<file path="src/pkg/nde_pkg.sv">
// Package: register map, field positions, reset values and timing of the NVM block
package nde_pkg;

  // Register offsets on the plain register port
  localparam logic [7:0] NDE_OFS_DATA   = 8'h08;
  localparam logic [7:0] NDE_OFS_ADDR   = 8'h09;
  localparam logic [7:0] NDE_OFS_IRQ    = 8'h0B;
  localparam logic [7:0] NDE_OFS_CTRL   = 8'h88;
  localparam logic [7:0] NDE_OFS_UNLOCK = 8'h89;

  // nvm_ctrl_reg fields
  localparam int NDE_CTRL_RD     = 0;
  localparam int NDE_CTRL_WR     = 1;
  localparam int NDE_CTRL_UNLOCK = 2;
  localparam int NDE_CTRL_ABORT  = 3;
  localparam int NDE_CTRL_DONE   = 4;

  // irq_ctrl_reg fields
  localparam int NDE_IRQ_PORT_FLAG = 0;
  localparam int NDE_IRQ_EXT_FLAG  = 1;
  localparam int NDE_IRQ_TMR_FLAG  = 2;
  localparam int NDE_IRQ_PORT_EN   = 3;
  localparam int NDE_IRQ_EXT_EN    = 4;
  localparam int NDE_IRQ_TMR_EN    = 5;
  localparam int NDE_IRQ_NVM_EN    = 6;
  localparam int NDE_IRQ_GLOBAL    = 7;

  // Unlock keys, in order
  localparam logic [7:0] NDE_KEY_FIRST  = 8'h55;
  localparam logic [7:0] NDE_KEY_SECOND = 8'hAA;

  // Reset values
  localparam logic [7:0] NDE_DATA_RST = 8'h00;
  localparam logic [7:0] NDE_ADDR_RST = 8'h00;
  localparam logic [7:0] NDE_IRQ_RST  = 8'h00;
  localparam logic [7:0] NDE_RDATA_RST = 8'h00;

  // Array geometry
  localparam int NDE_ARR_AW    = 6;
  localparam int NDE_ARR_DEPTH = 64;

  // Timing: programming time in ns, clock period in ps
  localparam int NDE_CLK_PERIOD_PS = 4000;
  localparam int NDE_PROG_TIME_NS  = 2000;
  localparam int NDE_PROG_CYCLES   =
    (NDE_PROG_TIME_NS * 1000 + NDE_CLK_PERIOD_PS - 1) / NDE_CLK_PERIOD_PS;
  localparam int NDE_CNT_W = 16;

  typedef struct packed {
    logic [7:0] addr;
    logic [7:0] wdata;
    logic       we;
    logic       re;
  } nde_bus_req_t;

  typedef struct packed {
    logic timer_ovf;
    logic ext_pin;
    logic port_change;
  } nde_irq_src_t;

  typedef enum logic [2:0] {
    NDE_SEQ_IDLE  = 3'h1,
    NDE_SEQ_KEY1  = 3'h2,
    NDE_SEQ_ARMED = 3'h4
  } nde_seq_t;

endpackage

</file>
<file path="src/nde_array.sv">
// Byte-wide 64-location data array with one write and one read port
`timescale 1ns/10ps
module nde_array
  import nde_pkg::*;
(
  input  wire logic                  clk_i,
  input  wire logic                  we_i,
  input  wire logic [NDE_ARR_AW-1:0] waddr_i,
  input  wire logic [7:0]            wdata_i,
  input  wire logic [NDE_ARR_AW-1:0] raddr_i,
  output      logic [7:0]            rdata_o
);

  // No reset: cells keep their contents like the real array
  logic [7:0] mem [NDE_ARR_DEPTH];

  always_ff @(posedge clk_i)
  begin
    if (we_i)
    begin
      mem[waddr_i] <= wdata_i;
    end
  end

  // Read is combinational so the data register loads in one edge
  assign rdata_o = mem[raddr_i];

endmodule

</file>
<file path="src/nde_ctrl.sv">
// NVM data array controller with unlock sequence and interrupt control register
//
// Notes on behaviour
// - Read strobe while not busy loads data register next cycle
// - Data register holds until read or write
// - Write needs 55h, AAh, then start bit
// - Start bit blocked while unlock bit clear
// - Unlock bit changes only by software
// - Launched write completes despite unlock cleared
// - Finish clears start bit, sets done flag
// - Done flag sticks until software clears
// - Flags set regardless of any enable
// - Bit 7 global enable gates all interrupts
// - Bit 6 enables write-complete interrupt
// - Bit 5 timer enable, bit 2 flag
// - Bit 4 pin enable, bit 1 flag
// - Bit 3 port enable, bit 0 flag
// - Control layout fixed, bits 7..5 read zero
// - Data and address survive non-power-on resets
`timescale 1ns/10ps
module nde_ctrl
  import nde_pkg::*;
#(
  parameter int unsigned PROG_CYCLES = NDE_PROG_CYCLES
)(
  input  wire logic         clk_i,
  input  wire logic         rst_i,
  input  wire logic         por_i,
  input  wire nde_bus_req_t bus_i,
  output      logic [7:0]   rdata_o,
  input  wire nde_irq_src_t src_i,
  output      logic         irq_o
);

  localparam logic [NDE_CNT_W-1:0] CNT_LOAD = NDE_CNT_W'(PROG_CYCLES - 1);

  function automatic logic wr_hit(input nde_bus_req_t b, input logic [7:0] ofs);
    wr_hit = b.we && (b.addr == ofs);
  endfunction

  logic                 any_rst;
  nde_seq_t             seq_r;
  logic [7:0]           data_r;
  logic [7:0]           addr_r;
  logic [7:0]           irq_r;
  logic [7:0]           irq_nxt;
  logic                 busy_r;
  logic [NDE_CNT_W-1:0] cnt_r;
  logic                 unlock_r;
  logic                 abort_r;
  logic                 done_r;
  logic [7:0]           prog_data_r;
  logic [7:0]           prog_addr_r;
  logic [7:0]           arr_rdata;
  logic                 ctrl_wr;
  logic                 rd_req;
  logic                 start;
  logic                 finish;

  assign any_rst = rst_i || por_i;
  assign ctrl_wr = wr_hit(bus_i, NDE_OFS_CTRL);

  // Array is busy while programming, so reads wait for software to retry
  assign rd_req = ctrl_wr && bus_i.wdata[NDE_CTRL_RD] && !busy_r;
  assign start  = ctrl_wr && bus_i.wdata[NDE_CTRL_WR] && !busy_r
                  && (seq_r == NDE_SEQ_ARMED) && unlock_r;
  assign finish = busy_r && (cnt_r == '0);

  nde_array u_array (
    .clk_i   (clk_i),
    .we_i    (finish),
    .waddr_i (prog_addr_r[NDE_ARR_AW-1:0]),
    .wdata_i (prog_data_r),
    .raddr_i (addr_r[NDE_ARR_AW-1:0]),
    .rdata_o (arr_rdata)
  );

  // Unlock sequence; any other write in between drops it, except a repeated first key, which holds it after the first key
  always_ff @(posedge clk_i)
  begin
    if (any_rst)
    begin
      seq_r <= NDE_SEQ_IDLE;
    end
    else if (bus_i.we)
    begin
      unique case (seq_r)
        NDE_SEQ_IDLE:
        begin
          if (wr_hit(bus_i, NDE_OFS_UNLOCK) && bus_i.wdata == NDE_KEY_FIRST)
            seq_r <= NDE_SEQ_KEY1;
        end
        NDE_SEQ_KEY1:
        begin
          if (wr_hit(bus_i, NDE_OFS_UNLOCK) && bus_i.wdata == NDE_KEY_SECOND)
            seq_r <= NDE_SEQ_ARMED;
          else if (wr_hit(bus_i, NDE_OFS_UNLOCK) && bus_i.wdata == NDE_KEY_FIRST)
            seq_r <= NDE_SEQ_KEY1;
          else
            seq_r <= NDE_SEQ_IDLE;
        end
        NDE_SEQ_ARMED:
        begin
          seq_r <= NDE_SEQ_IDLE;
        end
        default:
        begin
          seq_r <= NDE_SEQ_IDLE;
        end
      endcase
    end
  end

  // Data and address only clear at power-on
  always_ff @(posedge clk_i)
  begin
    if (por_i)
    begin
      data_r <= NDE_DATA_RST;
    end
    else if (rd_req)
    begin
      data_r <= arr_rdata;
    end
    else if (wr_hit(bus_i, NDE_OFS_DATA))
    begin
      data_r <= bus_i.wdata;
    end
  end

  always_ff @(posedge clk_i)
  begin
    if (por_i)
    begin
      addr_r <= NDE_ADDR_RST;
    end
    else if (wr_hit(bus_i, NDE_OFS_ADDR))
    begin
      addr_r <= bus_i.wdata;
    end
  end

  // Programming timer; snapshot keeps later register writes out of this cycle
  always_ff @(posedge clk_i)
  begin
    if (any_rst)
    begin
      busy_r <= 1'b0;
      cnt_r  <= '0;
    end
    else if (start)
    begin
      busy_r <= 1'b1;
      cnt_r  <= CNT_LOAD;
    end
    else if (finish)
    begin
      busy_r <= 1'b0;
    end
    else if (busy_r)
    begin
      cnt_r <= cnt_r - 1'b1;
    end
  end

  always_ff @(posedge clk_i)
  begin
    if (start)
    begin
      prog_data_r <= data_r;
      prog_addr_r <= addr_r;
    end
  end

  // Unlock bit: no hardware path clears it
  always_ff @(posedge clk_i)
  begin
    if (any_rst)
    begin
      unlock_r <= 1'b0;
    end
    else if (ctrl_wr)
    begin
      unlock_r <= bus_i.wdata[NDE_CTRL_UNLOCK];
    end
  end

  // Abort flag: a warm reset that cuts a write short marks it
  always_ff @(posedge clk_i)
  begin
    if (por_i)
    begin
      abort_r <= 1'b0;
    end
    else if (rst_i)
    begin
      abort_r <= abort_r || busy_r;
    end
    else if (ctrl_wr)
    begin
      abort_r <= bus_i.wdata[NDE_CTRL_ABORT];
    end
  end

  // Done flag: hardware set wins over a software clear
  always_ff @(posedge clk_i)
  begin
    if (any_rst)
    begin
      done_r <= 1'b0;
    end
    else if (finish)
    begin
      done_r <= 1'b1;
    end
    else if (ctrl_wr)
    begin
      done_r <= bus_i.wdata[NDE_CTRL_DONE];
    end
  end

  // Interrupt control: enables by software, flags set by events
  always_comb
  begin
    irq_nxt = irq_r;
    if (wr_hit(bus_i, NDE_OFS_IRQ))
    begin
      irq_nxt = bus_i.wdata;
    end
    if (src_i.timer_ovf)
    begin
      irq_nxt[NDE_IRQ_TMR_FLAG] = 1'b1;
    end
    if (src_i.ext_pin)
    begin
      irq_nxt[NDE_IRQ_EXT_FLAG] = 1'b1;
    end
    if (src_i.port_change)
    begin
      irq_nxt[NDE_IRQ_PORT_FLAG] = 1'b1;
    end
  end

  // Port-change flag clears at power-on; warm reset leaves it
  always_ff @(posedge clk_i)
  begin
    if (por_i)
    begin
      irq_r <= NDE_IRQ_RST;
    end
    else if (rst_i)
    begin
      irq_r <= {NDE_IRQ_RST[7:1], irq_r[NDE_IRQ_PORT_FLAG]};
    end
    else
    begin
      irq_r <= irq_nxt;
    end
  end

  assign irq_o = irq_r[NDE_IRQ_GLOBAL] && (
                   (irq_r[NDE_IRQ_NVM_EN]  && done_r) ||
                   (irq_r[NDE_IRQ_TMR_EN]  && irq_r[NDE_IRQ_TMR_FLAG]) ||
                   (irq_r[NDE_IRQ_EXT_EN]  && irq_r[NDE_IRQ_EXT_FLAG]) ||
                   (irq_r[NDE_IRQ_PORT_EN] && irq_r[NDE_IRQ_PORT_FLAG]));

  // Read data one cycle after the strobe; unmapped and unlock read zero
  always_ff @(posedge clk_i)
  begin
    if (any_rst)
    begin
      rdata_o <= NDE_RDATA_RST;
    end
    else if (bus_i.re)
    begin
      unique case (bus_i.addr)
        NDE_OFS_DATA: rdata_o <= data_r;
        NDE_OFS_ADDR: rdata_o <= addr_r;
        NDE_OFS_IRQ:  rdata_o <= irq_r;
        NDE_OFS_CTRL: rdata_o <= {3'h0, done_r, abort_r, unlock_r, busy_r, 1'b0};
        default:      rdata_o <= 8'h00;
      endcase
    end
    else
    begin
      rdata_o <= 8'h00;
    end
  end
endmodule

</file>
<file path="config.mk">
export PLATFORM = sky130hd
export DESIGN_NAME = nde_ctrl
export DESIGN_NICKNAME = d
export VERILOG_FILES = /design/src/pkg/nde_pkg.sv /design/src/nde_array.sv /design/src/nde_ctrl.sv
export SDC_FILE = /design/constraint.sdc
export NUM_CORES = 1
export LEC_CHECK = 0
export BUFFER_PORTS_ARGS = -buffer_cell sky130_fd_sc_hd__buf_2
export CAP_MARGIN = 20
export CORE_MARGIN = 2
export CORE_UTILIZATION = 60
export CTS_CLUSTER_SIZE = 20
export DETAILED_ROUTE_END_ITERATION = 16
export PLACE_DENSITY = 0.76
export SETUP_SLACK_MARGIN = 0.02
export SLEW_MARGIN = 20
export SYNTH_ARGS = -nofsm -noshare
export SYNTH_HDL_FRONTEND = slang
export SYNTH_SLANG_ARGS = --single-unit
</file>
<file path="constraint.sdc">
create_clock -name clk_i -period 3.95 [get_ports clk_i]
set_input_delay 0 -clock clk_i [delete_from_list [all_inputs] [get_ports clk_i]]
set_output_delay 0 -clock clk_i [all_outputs]
set_load 0.01 [all_outputs]
</file>
==> out/results.ini <==
[outcome]
run_status=complete, no violations

[job]
cap_viol_max_count=0

[global_routing]
antenna_found_initial=1
overflow=0
grtUsageTotal_pct=29.4
grt_pass1_wl_um=83800
grt_pass1_vias=13100
grt_max_degree=65

[clocking]
cts.path.max_buffers=3
htree_levels=2
cts_root_buf=clkbuf_16
cts_sinks=587
cts-buffers-inserted=56
clkTransAtPathRegs_ns=0.07
cts_tree=done
cts_resized=0
clkLatencyLatePin_ns=0.60

[timing]
fin_hold_ws_ns=0.312
setup_slack_ns=0.521
slew_headroom_pct=25.4
slew_violations=0
period_share_pct=86.8
hold_viol_final=0
tns_ns=0
max_freq_mhz=292
min_period_ns=3.43
rsz0062_at_grt=false
setup_violations=0
worst_pin_slew_ns=1.11
clock_skew_ns=0.0219

[worst_hold_path]
hold_start=bus_i[8]
hp-class=in -> reg
worstHoldPathCells=4

[logic_synthesis]
postSynth.asyncResetShare_pct=0
synth_top_family_by_area=multiplexers
synth-warning-count=0
synth_edf_count=526
postSynthAreaPerCell_um2=18.3
synthCells=1258
synth_top_cell_by_area=edfxtp_1
synthMuxAreaShare_pct=13.9
synth.area.top_cells=edfxtp_1 (69%), mux4_2 (11%), dfxtp_1 (5.3%)
synth_compound_area_share_pct=4.51
synth_top_area_share_pct=68.7
yosysSeqAreaShare_pct=74.0
synth-seq-cells=587
synth_area_um2=23000
synth_cell_type_count=59
synth-adder-area-share_pct=0.0544
synthSimpleGateAreaFrac_pct=6.09
synth_xor_area_share_pct=0.190
synth_flop_cell=edfxtp_1
synthesis.nets=1283

[placement]
place_ws_ns=0.617
post-dp-hpwl_um=33200
io_buffers=32
gp_congestion=0.921

[worst_setup_path]
cp-startpoint=cnt_r[9]$_SDFFE_PP0P_
cp-start-kind=flip-flop
endpoint_kind=flip-flop
worstPathArrival_ns=3.65
r2r_cells=5
critPathKind=reg -> reg
required_ns=4.17
critPathMaxFanout=11
r2r_start=cnt_r[9]$_SDFFE_PP0P_

[power_and_ir_drop]
max-vdd-ir-drop_uv=373
p_leak_nw=9.10
power_density_nw_per_um2=463
p_total_mw=12.4

[final_layout]
nets=1454
final_common_cell=edfxtp_1
syn2layout_area_growth_pct=16.0
fill_cells=2294
postLayoutCoreUtil_pct=70.8
drive_gt1_share_pct=24.0
mostFrequentLayoutCells=edfxtp_1 (526), mux4_2 (112), nor2_1 (107)

[routing]
avgViaCountPerCell=6.65
drc_errors=0
vias=13200
ant_nets=0
wl_um=56500
wire_per_inst_um=28.5
drtIter0Drc=1501
dr.pass1.iters=6

[floorplan]
die_h_um=200
die_w_um=200
core-area_um2=37700
num_io_pins=33
die_area_um2=39900
start_util_pct=61.1
rows=71

==> metal layers <==
layer  vias up  GRT usage (%)  routed length (µm)  share of wire, %
li1       5483              -                   -                 -
met1      6616           39.4               21000                37
met2       929           47.5               27200                48
met3       171           6.27                5810                10
met4         0           12.2                2500               4.4
met5         -              0                   0                 0
==> what timing repair did <==
item | 4_1_cts | 5_1_grt
hold buffers | 37 | 0
buffers inserted | 0 | 0
endpoints found under the hold margin | 46 | 0
==> cell type report <==
type / instances / area (µm²) / share of cell area [%]
multi-input combinational: 600 / 5690 / 21.3
sequential: 587 / 17000 / 63.8
clock inverter: 42 / 485 / 1.82
antenna: 1 / 2.50 / 0.00938
timing repair buffer: 175 / 1360 / 5.11
clock buffer: 61 / 1440 / 5.40
tap: 511 / 639 / 2.40
inverter: 9 / 33.8 / 0.127
==> critical path, cell delays in order, from the launching register on <==
cell	delay [ns]
dfxtp_1	0.32
or4_1	0.57
or3_1	0.52
nor4_4	0.55
nand3b_1	0.45
nor2_1	0.63
==> report_power, final <==
part	internal, mW	leakage (nW)	switching [mW]	total (mW)
clock network	3.34	0.939	2.27	5.61
logic	0.0384	2.21	0.0474	0.0858
registers	6.66	5.95	0.00262	6.66
total	10.0	9.10	2.32	12.4
==> cell usage after synthesis, types with 3 or more instances <==
master and count:
edfxtp_1 526, mux4_2 112, nor2_1 107, mux2i_1 63
dfxtp_1 61, clkbuf_1 33, nand2_1 32, a22oi_1 31
a21oi_1 30, nand3_1 22, nor3_1 20, buf_2 18
a22o_1 15, nor2b_1 12, buf_1 11, o21ai_0 11
nand3b_1 10, inv_1 9, nand4_1 9, nor4_1 9
or3_1 9, a211oi_1 8, a222oi_1 8, a31oi_1 6
nand2b_1 6, a21o_1 5, o2111ai_1 5, o22ai_1 5
and3_1 4, mux2_2 4, or4_1 4, or4b_2 4
xor2_1 4, a221oi_1 3, nand4b_1 3, o31ai_1 3
or4bb_1 3
==> metrics by stage <==
stage / std cells / instance area, µm²
after detailed placement: 1845 / 24400
after CTS: 1985 / 26700
after global routing: 1986 / 26700
after global placement: 1845 / 24400
final: 1986 / 26700
after floorplan: 1258 / 23000
==> sequential cells by signal, indices dropped and copies added (netlist names), named ones only <==
register,count
cnt_r,16
prog_data_r,8
rdata_o,8
seq_r,3
abort_r,1
prog_addr_r,6
data_r,8
done_r,1
unlock_r,1
irq_r,8
addr_r,8
u_array.mem,512
busy_r,1
==> kinds of logic after synthesis <==
kind of cell | count (synthesis)
buffers and inverters | 71
AOI/OAI and AO/OA | 144
muxes | 179
xor gates and xnor gates | 5
DFF | 587
adders and majority gates | 1
and+or+nand+nor | 271
==> worst paths after layout <==
check | slack (ns) | to
max | 0.52 | u_array.mem[32][3]$_DFFE_PP_
min | 0.31 | addr_r[6]$_SDFFE_PP0P_
max reg2reg | 0.52 | u_array.mem[32][3]$_DFFE_PP_
min reg2reg | 0.49 | prog_data_r[4]$_DFFE_PP_
Note: power is estimated with default switching activity, not from simulation.
